[src/rtl/scg_map.svh]
// timing and sizing constants for the sleep-aware clock gating controller
// assumes inclusion by rtl files only; definitions only
`ifndef SCG_MAP_SVH
`define SCG_MAP_SVH
`define SCG_ENDPOINTS     8
`define SCG_SYNC_STAGES   2
`define SCG_WAIT_W        2
`define SCG_GATE_RESET    1'h0
`define SCG_HOLD_RESET    1'h0
`define SCG_CLK_PERIOD_NS 100
`endif

[src/rtl/scg_pkg.sv]
// types for the sleep-aware clock gating controller
// assumes nothing of its surroundings
package scg_pkg;
	typedef enum logic [1:0] {
		SCG_AWAKE,
		SCG_SLEEP,
		SCG_WAKING
	} scg_state_e;
endpackage : scg_pkg

[src/rtl/scg_sleep_aware_clock_gating.sv]
// sleep-aware top-level clock gating controller
// assumes all inputs come from logic on clk_sys; gate enables feed
// per-endpoint clock gating cells that sample on the low phase
// an enable that moves shifts its endpoint's clock by whole periods only
// Functional notes
// - every endpoint has its own gate, and either mask may change at any time.
// - gates open and close only on whole clock periods, never mid-cycle.
// - gating only stops an endpoint clock and never resets the endpoint.
// - two masks of identical layout exist, one awake and one sleep, one bit per endpoint.
// - while awake the gates follow exactly the awake mask.
// - while in sleep the gates follow the sleep mask instead.
// - sleep needs both processors to report that they are asleep.
// - sleep also needs the dma to have no outstanding transfer, at the same time.
// - sleep ends as soon as either processor takes an interrupt, returning to the awake mask.
// - on wake the processors are held off the bus until the awake gates are running.
// - processor subsystem clocks are not gated here.
// - any mask combination is accepted, even one enabled only in sleep.
// - an interrupt that wakes a processor switches the gates back to the awake mask.
`timescale 1ns/10ps
`include "scg_map.svh"
module scg_sleep_aware_clock_gating #(
	parameter int ENDPOINTS = `SCG_ENDPOINTS
) (
	// clock and reset
	input  wire logic                 clk_sys,
	input  wire logic                 reset_n,
	// gate masks
	input  wire logic [ENDPOINTS-1:0] awakeGateMask,
	input  wire logic [ENDPOINTS-1:0] sleepGateMask,
	// processor and dma status
	input  wire logic                 proc0Asleep,
	input  wire logic                 proc1Asleep,
	input  wire logic                 proc0WakeIrq,
	input  wire logic                 proc1WakeIrq,
	input  wire logic                 dmaBusy,
	// gate enables, bus hold and sleep flag
	output logic      [ENDPOINTS-1:0] gateEnable,
	output logic                      busHold,
	output logic                      inSleep
);
	localparam int STAGES = `SCG_SYNC_STAGES;

	scg_pkg::scg_state_e        state;
	scg_pkg::scg_state_e        next_state;
	logic [`SCG_WAIT_W-1:0]     waitCount;
	logic [`SCG_WAIT_W-1:0]     next_waitCount;
	logic                       next_busHold;
	logic                       next_inSleep;
	logic [ENDPOINTS-1:0]       selMask;
	logic [ENDPOINTS-1:0]       gateMid;
	logic                       wakeIrq;
	logic                       sleepReady;

	assign wakeIrq    = proc0WakeIrq | proc1WakeIrq;
	assign sleepReady = proc0Asleep & proc1Asleep & ~dmaBusy;

	// one decode serves both the sleep flag and the mask select
	function automatic logic selectsSleepMask(input scg_pkg::scg_state_e st);
		return (st == scg_pkg::SCG_SLEEP);
	endfunction : selectsSleepMask

	always_comb begin
		next_state     = state;
		next_waitCount = waitCount;
		unique case (state)
			scg_pkg::SCG_AWAKE: begin
				// an interrupt already pending keeps us awake
				if (sleepReady && !wakeIrq) begin
					next_state = scg_pkg::SCG_SLEEP;
				end
			end
			scg_pkg::SCG_SLEEP: begin
				if (wakeIrq) begin
					next_state     = scg_pkg::SCG_WAKING;
					next_waitCount = `SCG_WAIT_W'(STAGES - 1);
				end
			end
			scg_pkg::SCG_WAKING: begin
				// wait for the awake mask to pass the gate pipeline
				if (waitCount == '0) begin
					next_state = scg_pkg::SCG_AWAKE;
				end else begin
					next_waitCount = waitCount - `SCG_WAIT_W'(1);
				end
			end
		endcase
		next_busHold = (next_state != scg_pkg::SCG_AWAKE);
		next_inSleep = selectsSleepMask(next_state);
	end

	always_ff @(posedge clk_sys or negedge reset_n) begin
		if (!reset_n) begin
			state     <= scg_pkg::SCG_AWAKE;
			waitCount <= '0;
			busHold   <= `SCG_HOLD_RESET;
			inSleep   <= 1'h0;
		end else begin
			state     <= next_state;
			waitCount <= next_waitCount;
			busHold   <= next_busHold;
			inSleep   <= next_inSleep;
		end
	end

	// only the sleep state selects the sleep mask; waking already uses awake
	assign selMask = selectsSleepMask(state) ? sleepGateMask : awakeGateMask;

	// per-endpoint gates; processor subsystems have none here
	genvar i;
	generate
		for (i = 0; i < ENDPOINTS; i++) begin : g_gate
			logic next_mid;
			logic next_gate;
			always_comb begin
				next_mid  = selMask[i];
				next_gate = gateMid[i];
			end
			// enables change only on a clock edge, so the gating cell sees
			// a stable level for a whole period and cannot clip a pulse
			always_ff @(posedge clk_sys or negedge reset_n) begin
				if (!reset_n) begin
					gateMid[i]    <= `SCG_GATE_RESET;
					gateEnable[i] <= `SCG_GATE_RESET;
				end else begin
					gateMid[i]    <= next_mid;
					gateEnable[i] <= next_gate;
				end
			end
		end
	endgenerate
endmodule : scg_sleep_aware_clock_gating

[config.mk]
export PLATFORM = sky130hd
export DESIGN_NAME = scg_sleep_aware_clock_gating
export DESIGN_NICKNAME = d
export VERILOG_FILES = /design/src/rtl/scg_pkg.sv /design/src/rtl/scg_sleep_aware_clock_gating.sv
export VERILOG_INCLUDE_DIRS = /design/src /design/src/rtl
export SDC_FILE = /design/constraint.sdc
export NUM_CORES = 1
export LEC_CHECK = 0
export ABC_AREA = 1
export BUFFER_PORTS_ARGS = -buffer_cell sky130_fd_sc_hd__buf_2
export CAP_MARGIN = 20
export CORE_UTILIZATION = 50
export CTS_CLUSTER_SIZE = 12
export DETAILED_ROUTE_END_ITERATION = 16
export HOLD_SLACK_MARGIN = 0.08
export PLACE_DENSITY = 0.81
export SYNTH_ARGS = -nofsm -noshare
export SYNTH_HDL_FRONTEND = slang
export SYNTH_SLANG_ARGS = --single-unit
[constraint.sdc]
create_clock -name clk_sys -period 3.35 [get_ports clk_sys]
set_input_delay 0.1675 -clock clk_sys [delete_from_list [all_inputs] [get_ports clk_sys]]
set_output_delay 0.1675 -clock clk_sys [all_outputs]
set_load 0.02 [all_outputs]
=== After elaboration in Yosys (flattened, before gate mapping) ===
Cells that the tools add are included.

* Register bits after elaboration: 22
* Bits of input ports: 23
* Output and inout bits: 10
* Word-level logic and storage cells: 45

* Add/subtract/negate cells: 1
* Eq/ne operators: 5
* Muxes and demuxes: 8
* Bitwise operators: 4
* Reduce and logical (&&, ||, !) cells: 7

{| class="wikitable"
|+ Operator list
! kind !! count
|-
| 2-bit 2-to-1 mux || 5
|-
| 8-bit 2-to-1 mux || 1
|-
| 2-bit case mux with 3 select lines || 1
|-
| 2-bit by 1-bit == test with 1-bit output, second input constant || 2
|-
| 2-bit logical NOT || 2
|-
| 2-bit != test, second input constant || 2
|-
| 2-bit case mux with 2 select lines || 1
|-
| 2-bit nonzero test || 2
|-
| 3-bit AND reduction || 1
|-
| 1-bit bitwise AND || 2
|-
| 2-bit == test, second input constant || 1
|-
| 2-bit by 1-bit subtractor with 2-bit output, second input constant || 1
|-
| 1-bit logical AND || 1
|-
| 1-bit logical NOT || 1
|-
| 1-bit inverter || 1
|-
| 1-bit OR || 1
|}

=== Longest topological paths before layout ===
Gate-level depths: netlist of the first run.

* Word-level depth: 6
* Gate-level depth with buffers: 8
* Gate-level depth less buffers: 8

=== Least setup slack after synthesis of the first run ===
No wires, ideal clock.

* Kind: register to register
* Start point: register state[0]
* End point: register busHold
* Setup time: 0.117 ns
* Arrival time: 1.133 ns
* Required time: 3.233 ns
* Path slack: 2.100 ns
* Stages on the path, launching flop included: 9
* Buffers on the path: 0
* Period minus slack after synthesis: 1.250 ns
* Path through: dfrtp_1 > inv_1 > ha_1 > inv_1 > nand2_1 > nor2_1 > a21oi_1 > nand2_1 > nand2_1

* Word-level cells in the longest chain between the ends: 3
* Elaborated cells on any way between the ends: 8
* Classes of those cells: 2 x eq/ne; 4 x mux; 2 x reduce/logical

{| class="wikitable"
|+ RTL lines
! element !! RTL line !! RTL
|-
| from (decl) || scg_sleep_aware_clock_gating.sv:43 || <nowiki>scg_pkg::scg_state_e state;</nowiki>
|-
| from (signal assigned) || scg_sleep_aware_clock_gating.sv:93 || <nowiki>state <= scg_pkg::SCG_AWAKE;</nowiki>
|-
| from (signal assigned) || scg_sleep_aware_clock_gating.sv:98 || <nowiki>state <= next_state;</nowiki>
|-
| 2-bit == test, or another cell as far along || scg_sleep_aware_clock_gating.sv:65 || <nowiki>unique case (state)</nowiki>
|-
| 2-bit case mux with 3 select lines * || scg_sleep_aware_clock_gating.sv:65 ||
|-
| 2-bit nonzero test * || scg_sleep_aware_clock_gating.sv:87 || <nowiki>next_busHold = (next_state != scg_pkg::SCG_AWAKE);</nowiki>
|-
| net next_busHold || scg_sleep_aware_clock_gating.sv:47 || <nowiki>logic next_busHold;</nowiki>
|-
| to (signal assigned) || scg_sleep_aware_clock_gating.sv:95 || <nowiki>busHold <= `SCG_HOLD_RESET;</nowiki>
|-
| to (signal assigned) || scg_sleep_aware_clock_gating.sv:100 || <nowiki>busHold <= next_busHold;</nowiki>
|-
| to (decl) || scg_sleep_aware_clock_gating.sv:38 || <nowiki>output logic busHold,</nowiki>
|}

The timed path passes the listed nets; every way through them passes the cells marked *.
A chain may end at the register's enable or synchronous reset.

=== Final worst setup path of the first run ===
* Start point: register state[1]
* End point: register gateMid[7] (netlist: g_gate[7].next_gate)

* Word-level cells in the longest chain between the ends: 2

{| class="wikitable"
|+ RTL lines
! element !! RTL line !! RTL
|-
| 2-bit by 1-bit == test with 1-bit output || scg_sleep_aware_clock_gating.sv:59 || <nowiki>return (st == scg_pkg::SCG_SLEEP);</nowiki>
|-
| 8-bit 2-to-1 mux || scg_sleep_aware_clock_gating.sv:106 || <nowiki>assign selMask = selectsSleepMask(state) ? sleepGateMask : awakeGateMask;</nowiki>
|-
| net selMask[7] || scg_sleep_aware_clock_gating.sv:49 || <nowiki>logic [ENDPOINTS-1:0] selMask;</nowiki>
|-
| to (signal, indexed assignment) || scg_sleep_aware_clock_gating.sv:122 || <nowiki>gateMid[i] <= `SCG_GATE_RESET;</nowiki>
|-
| to (signal, indexed assignment) || scg_sleep_aware_clock_gating.sv:125 || <nowiki>gateMid[i] <= next_mid;</nowiki>
|-
| to (decl) || scg_sleep_aware_clock_gating.sv:50 || <nowiki>logic [ENDPOINTS-1:0] gateMid;</nowiki>
|}

The timed path passes the listed nets, and every way through them passes these cells.

==> impl_metrics.ini, run 1 <==
[logic_synthesis]
synth_cell_types = 16
yosys_warnings = 0
syn_inst = 95
seq_area_frac_synth_pct = 61.11
netlist_area_um2 = 900.9
syn_nets = 121
synth_area_per_cell_um2 = 9.483
synth_seq_cells = 22

[power_and_ir_drop]
peakVddDrop_mv = 0.4582
total_power_mw = 1.052
leakage_nw = 0.7028
powerDensity_mw_per_mm2 = 812.4

[sta]
max_slew_margin_pct = 69.92
drv_slew = 0
holdWs_ps = 218.2
clock.fmax_ghz = 0.5080
worst_pin_slew_ps = 451.2
setup_viol_count_final = 0
finalCriticalPeriod_ps = 1968
skew_ps = 11.53
hold_viol_final = 0
finalCritPeriodShare_pct = 58.76
setup_tns_ps = 0
rsz0062_at_grt = false

[placement]
postPlaceCellArea_mm2 = 0.001072
gp_congestion = 0.8989
port_buffers = 32
hpwl_mm = 1.203

[cts]
cts.repair.resized = 0
path_clk_slew_ps = 130
cts-root-buf = clkbuf_4
clock-sinks = 22
cts_buffer_depth = 2
cts_tree = done
htree_levels = 1
post_cts_buffers = 0
ctsHoldBuffers = 17
clk_latency_ps = 320
cts_made_buffers = 3

[route]
avgViaCountPerCell = 4.565
drc_errors = 0
vias = 776
routed_wl_mm = 1.937
ant_nets = 0
drt-wirelength-per-cell_um = 11.39
drt_iter0_markers = 34
first_pass_iters = 4

[final_layout]
nets = 173
drive_gt1_share_pct = 30.82
layout.cells.most_common = nand2_1
diodes = 0
syn2layout_area_growth_pct = 43.75
fillers = 111
stdcell_area_mm2 = 0.001295
final_cell_mix = nand2_1, buf_2, dfrtp_1

[floorplanning]
die_area_mm2 = 0.001975
io_pins = 33
rows = 14
die_x_um = 44.45
start_util_pct = 56.51
dieHeight_um = 44.45
core-area_mm2 = 0.001594

[grt]
grt-ovfl-total = 0
grt_pass1_vias = 759
grt_max_degree = 23
grt_pass1_wl_mm = 3.215
antenna_found_initial = 0
grt_util_all_layers_pct = 23.42

[worst_setup_path]
arrival_ps = 2180
cp_cell_sequence = inv_1 > ha_1 > inv_2 > nand2_1 > nand2_1 > dlygate4sd3_1
crit_required_ps = 3570
crit_type = reg -> reg
critPathTopFamily = buffers and inverters
critPathMaxStageDelay_ps = 570
cp_common_cell = nand2_1
start_kind = flip-flop
cp.buffers_inverters = 3
cp_max_fo = 12
cpMaxStageDelayCell = dlygate4sd3_1
end_kind = flip-flop

[run]
cap_violations = 0

[status]
outcome = complete, no violations

[min_path]
hold_class = in -> reg
==> power breakdown <==
part           switching (mW)  total, mW  internal [mW]
logic                   0.259      0.443          0.184
clock network          0.0836      0.205          0.121
registers              0.0392      0.405          0.366
==> routing by layer <==
metal / up-vias / GRT usage [%] / routed length (µm)
met1: 344 / 27.15 / 766
li1: 387 / - / -
met3: 4 / 4.082 / 116
met2: 41 / 40.88 / 1019
met5: - / 0 / 0
met4: 0 / 12.73 / 34
==> state kept, by name, indices dropped and copies added, names as in the netlist <==
| signal | flops |
|---|---|
| g_gate.next_gate | 8 |
| gateEnable | 8 |
| state | 2 |
| waitCount | 2 |
| busHold | 1 |
| inSleep | 1 |
==> cell families after synthesis <==
kind of cell	count (synthesis)	synth area share [%]
buffers and inverters	12	6.250
AO/OA/AOI/OAI	6	4.166
flip-flops	22	61.11
adder cells (fa/ha/maj)	3	4.167
AND/OR/NAND/NOR	52	24.30
==> synthesized netlist by cell type (all sizes together) <==
| master | number | area share [%] |
|---|---|---|
| nand2 | 44 | 19 |
| dfrtp | 22 | 61 |
| inv | 10 | 4.2 |
| nor2 | 5 | 2.6 |
| o21ai | 4 | 2.6 |
| ha | 3 | 4.2 |
| nand3 | 3 | 2.8 |
| a21oi | 2 | 1.5 |
| buf | 2 | 2.1 |
==> path summary, 6_finish.rpt <==
| path | depth (start not counted) | end | slack [ps] | from |
|---|---|---|---|---|
| setup / recovery | 6 | g_gate[7].next_gate | 1380 | state[1] |
| hold / removal | 5 | state[1] | 220 | dmaBusy |
| setup reg to reg | 6 | g_gate[7].next_gate | 1380 | state[1] |
| hold reg to reg | 0 | gateEnable[2] | 360 | g_gate[2].next_gate |
| max in group asynchronous | 2 | g_gate[3].next_gate | 2710 | reset_n |
| min in group asynchronous | 2 | g_gate[6].next_gate | 320 | reset_n |
==> through the flow <==
step                setup slack [ps]  utilization [%]  std cells
floorplan                       2100                -         95
global placement                1851            67.27        149
detailed placement              1822            67.27        149
CTS                             1435            81.24        170
global route                    1275            81.24        170
finish                          1382            81.24        170
==> layout make-up <==
type | count | area (µm²) | area share [%]
flip-flops and latches | 22 | 550.5 | 42.51
clock inverters | 1 | 30.03 | 2.319
repair buffers | 49 | 330.3 | 25.51
clock buffers | 3 | 22.52 | 1.739
multi-input cells | 61 | 294.0 | 22.71
inverters | 10 | 37.54 | 2.899
well taps | 24 | 30.03 | 2.319
==> tightest hold or removal path, delay by kind of cell <==
family / cells / cell delay (ps)
buf+inv: 1 / 70
simple gates: 4 / 260
Power figures use the tool's default switching activity.
==> inputs of run 2 (changes only) <==
- CORE_UTILIZATION: 50 -> 42
- PLACE_DENSITY: 0.81 -> 0.72
- clock period: 3.35 -> 1.72 ns (I/O delays scaled with it)
==> run 2 against run 1 <==
Against the previous run:
- sequential power up 94%
- fmax up 21%
- sequential cell count unchanged
==> impl_metrics.ini, run 2 (synthesized netlist as in run 1, its figures left out) <==
[cts]
cts_buffer_depth = 2
clock-sinks = 22
cts-root-buf = clkbuf_4
htree_levels = 1
clk_latency_ps = 290
cts_made_buffers = 3
cts_tree = done
path_clk_slew_ps = 100

[route]
vias = 787
met3_length_um = 117
met1_length_um = 795
routed_wl_mm = 1.874
wl_met2_um = 908
dr.max_layer_used = met4
drt_iter0_markers = 7
ant_nets = 0
drc_errors = 0
first_pass_iters = 4
avgViaCountPerCell = 4.523
drt-wirelength-per-cell_um = 10.77

[power_and_ir_drop]
peakVddDrop_mv = 0.7450
switchingPower_mw = 0.7131
clockPowerShare_pct = 11.5
powerDensity_mw_per_mm2 = 1465
p_comb_share_pct = 47.1
leakage_nw = 0.7003
power_switching_share_pct = 37.55
intPower_mw = 1.186
p_seq_share_pct = 41.4

[sta]
skew_ps = 1.605
holdWs_ps = 170.6
max_slew_margin_pct = 68.91
worst_pin_slew_ps = 466.3
drv_slew = 0
rsz0062_at_grt = false
setup_tns_ps = 0
clock.fmax_ghz = 0.6136
setup_viol_count_final = 0
finalCritPeriodShare_pct = 94.75
finalCriticalPeriod_ps = 1630
hold_viol_final = 0

[min_path]
whs_path_depth = 5
hold_class = in -> reg

[final_layout]
layout.cells.most_common = nand2_1
diodes = 0
final_cells = 174
nets = 175
final_cell_mix = nand2_1, buf_2, dfrtp_1
drive_gt1_share_pct = 31.97
syn2layout_area_growth_pct = 43.89

[placement]
hpwl_mm = 1.178
port_buffers = 32
dp_cells = 153
gp_congestion = 0.8640

[grt]
grt_util_all_layers_pct = 17.86
grt-ovfl-total = 0
grt_pass1_vias = 748
antenna_found_initial = 0
grt_max_degree = 23
grt_pass1_wl_mm = 3.201

[floorplanning]
core-area_mm2 = 0.001982
io_pins = 33
die_area_mm2 = 0.002334
rows = 16
start_util_pct = 45.45
dieHeight_um = 48.32
die_x_um = 48.32

[worst_setup_path]
arrival_ps = 1810
end_kind = flip-flop
cp_max_fo = 8
reg2reg_depth = 5
crit_required_ps = 1900
start_kind = flip-flop
crit_type = reg -> reg

[run]
cap_violations = 0

[status]
outcome = complete, no violations
[run 2: changes by cell type in the layout (fill, tap and decap cells not counted)]
cell	before	now
ha_1	3	2
buf_4	0	2
bufinv_16	1	0
ha_4	0	1
[run 2: power groups by stage]
stage	logic (mW)	clock network, mW	registers [mW]
after floorplan	0.445	0	0.892
after global placement	0.702	0	0.781
after detailed placement	0.718	0	0.794
after CTS	0.853	0.225	0.782
after global routing	0.999	0.251	0.813
final	0.895	0.218	0.787
[run 2: through the flow]
stage               utilization [%]  setup WS (ps)  total power [mW]  cell area (µm²)
floorplan                         -          469.7             1.337            900.9
global placement              54.67          386.4             1.482             1084
detailed placement            54.67          377.0             1.512             1084
CTS                           64.39          19.46             1.859             1276
global route                  65.40          28.61             2.062             1296
finish                        65.40          90.33             1.899             1296
[run 2: timing repair]
| item | in CTS | in global routing |
|---|---|---|
| gates resized for setup | 0 | 2 |
| endpoints found under the hold margin | 30 | 0 |
| buffers inserted | 0 | 1 |
| hold buffers | 17 | 0 |
| setup endpoints to repair | 0 | 8 |
[run 2: final timing paths]
check,from,endpoint,slack (ps)
min reg2reg,g_gate[0].next_gate,gateEnable[0],360
min in group asynchronous,reset_n,gateEnable[3],260
max in group asynchronous,reset_n,state[1],1140
min,dmaBusy,state[1],170
max,state[0],g_gate[2].next_gate,90
max reg2reg,state[0],g_gate[2].next_gate,90
[run 2: layout make-up]
type	count	area (µm²)
Fill cell	146	685.7
Clock buffer	3	22.52
Multi-Input combinational cell	61	306.5
Tap cell	27	33.78
Sequential cell	22	550.5
Timing Repair Buffer	51	345.3
Inverter	10	37.54
[run 2: metal layers]
layer | up-vias | track usage [%]
met5 | - | 0
met4 | 0 | 7.353
met3 | 6 | 3.459
met2 | 29 | 28.87
met1 | 361 | 23.69
li1 | 391 | -
[run 2: worst max-delay path, cell delays in order, from the launching register on]
cell,delay [ps]
dfrtp_1,460
ha_4,210
buf_4,160
nand2_1,60
nand2_1,60
dlygate4sd3_1,560
==> inputs of run 3 (changes only) <==
- BUFFER_PORTS_ARGS: -buffer_cell sky130_fd_sc_hd__buf_2 -> default
- CORE_MARGIN: default -> 2
- CORE_UTILIZATION: 42 -> 53
- DONT_BUFFER_PORTS: default -> 1
- PLACE_DENSITY: 0.72 -> 0.71
==> run 3 against run 2 <==
Against the previous run:
- final area down 11%
- worst hold slack worse by 72 ps
- count of clock-buffer cells in the layout up 1
- fmax down 2.2%
- first-iteration DRC count up 43%
- sequential power up 16%
- final cell count down 23%
- core utilization up 9.8 points
- setup slack worse by 36 ps
==> impl_metrics.ini, run 3 (synthesized netlist as in run 1, its figures left out) <==
[route]
routed_wl_mm = 1.867
drc_errors = 0
vias = 687
drt_iter0_markers = 10
first_pass_iters = 4
ant_nets = 0
drt-wirelength-per-cell_um = 13.93
avgViaCountPerCell = 5.127

[cts]
path_clk_slew_ps = 120
post_cts_buffers = 0
cts_buffer_depth = 2
cts_tree = done
cts_made_buffers = 3
clock-sinks = 22
htree_levels = 1
clk_latency_ps = 290
cts-root-buf = clkbuf_4

[final_layout]
nets = 145
final_cells = 134
diodes = 0
seq_area_um2 = 550.5
multi_input_area_um2 = 306.5
drive_gt1_share_pct = 13.56
stdcell_area_mm2 = 0.001159
fillers = 105
final_util_pct = 75.16
layout.cells.most_common = nand2_1
final_cell_mix = nand2_1, dfrtp_1, dlygate4sd3_1
syn2layout_area_growth_pct = 28.61

[grt]
grt-ovfl-total = 0
grt_pass1_vias = 708
grt_max_degree = 23
antenna_found_initial = 0
grt_pass1_wl_mm = 2.994
grt_util_all_layers_pct = 20.85

[placement]
postPlaceCellArea_um2 = 909.6
hpwl_mm = 1.019
dp_cells = 110
gp_congestion = 0.7598
port_buffers = 0

[sta]
setup_tns_ps = 0
hold_viol_final = 0
setup_viol_count_final = 0
skew_ps = 3.268
worst_pin_slew_ps = 956.8
max_slew_margin_pct = 36.00
rsz0062_at_grt = false
finalCriticalPeriod_ps = 1666
drv_slew = 0
holdWs_ps = 98.94
finalCritPeriodShare_pct = 96.84
clock.fmax_ghz = 0.6003

[min_path]
whs_path_depth = 4
hold_class = in -> reg

[floorplanning]
core-area_mm2 = 0.001541
dieHeight_um = 45.23
die_area_mm2 = 0.002045
die_x_um = 45.23
rows = 14
io_pins = 33
start_util_pct = 58.44

[worst_setup_path]
crit_type = reg -> reg
reg2reg_depth = 5
crit_required_ps = 1900
arrival_ps = 1850
end_kind = flip-flop
start_kind = flip-flop
cp_max_fo = 8

[run]
cap_violations = 0

[power_and_ir_drop]
peakVddDrop_mv = 0.9741
leakage_nw = 0.5858
powerDensity_mw_per_mm2 = 1623

[status]
outcome = complete, no violations
## run 3: worst paths after layout
check / end / from / slack, ps
max in group asynchronous: g_gate[1].next_gate / reset_n / 770
setup / recovery: g_gate[3].next_gate / state[0] / 50
hold reg to reg: gateEnable[2] / g_gate[2].next_gate / 360
min in group asynchronous: gateEnable[5] / reset_n / 370
hold / removal: state[1] / proc1WakeIrq / 100
setup reg to reg: g_gate[3].next_gate / state[0] / 50
## run 3: worst max-delay path, cell delays in order (launching register included)
cell           delay, ps
dfrtp_1              480
ha_4                 220
buf_4                160
nand2_1               60
nand2_1               70
dlygate4sd3_1        570
## run 3: where the power goes
part / internal (mW) / switching (mW)
sequential: 0.714 / 0.197
combinational: 0.321 / 0.376
clock: 0.129 / 0.145
total: 1.16 / 0.717
## run 3: layout make-up
class | instances | share of cell area, %
Sequential cell | 22 | 47.52
Tap cell | 16 | 1.728
Clock buffer | 4 | 3.132
Multi-Input combinational cell | 61 | 26.46
Timing Repair Buffer | 21 | 17.93
Inverter | 10 | 3.240
## run 3: timing repair
action | in CTS | in global routing
endpoints found under the setup margin | 0 | 8
resized for setup | 0 | 3
hold endpoints to repair | 32 | 0
hold buffers | 20 | 0
## run 3: metal layers
metal,part of all wire (%),GRT usage [%]
met1,38,22.62
met2,57,39.43
met3,4.0,4.000
met4,1.6,7.647
met5,0,0
## run 3: stage by stage
| stage | power [mW] | setup slack, ps |
|---|---|---|
| 2_1_floorplan | 1.337 | 469.7 |
| 3_3_place_gp | 1.380 | 376.0 |
| 3_5_place_dp | 1.405 | 356.7 |
| 4_1_cts | 1.826 | 26.71 |
| 5_1_grt | 2.027 | 8.987 |
| 6_report | 1.881 | 54.29 |
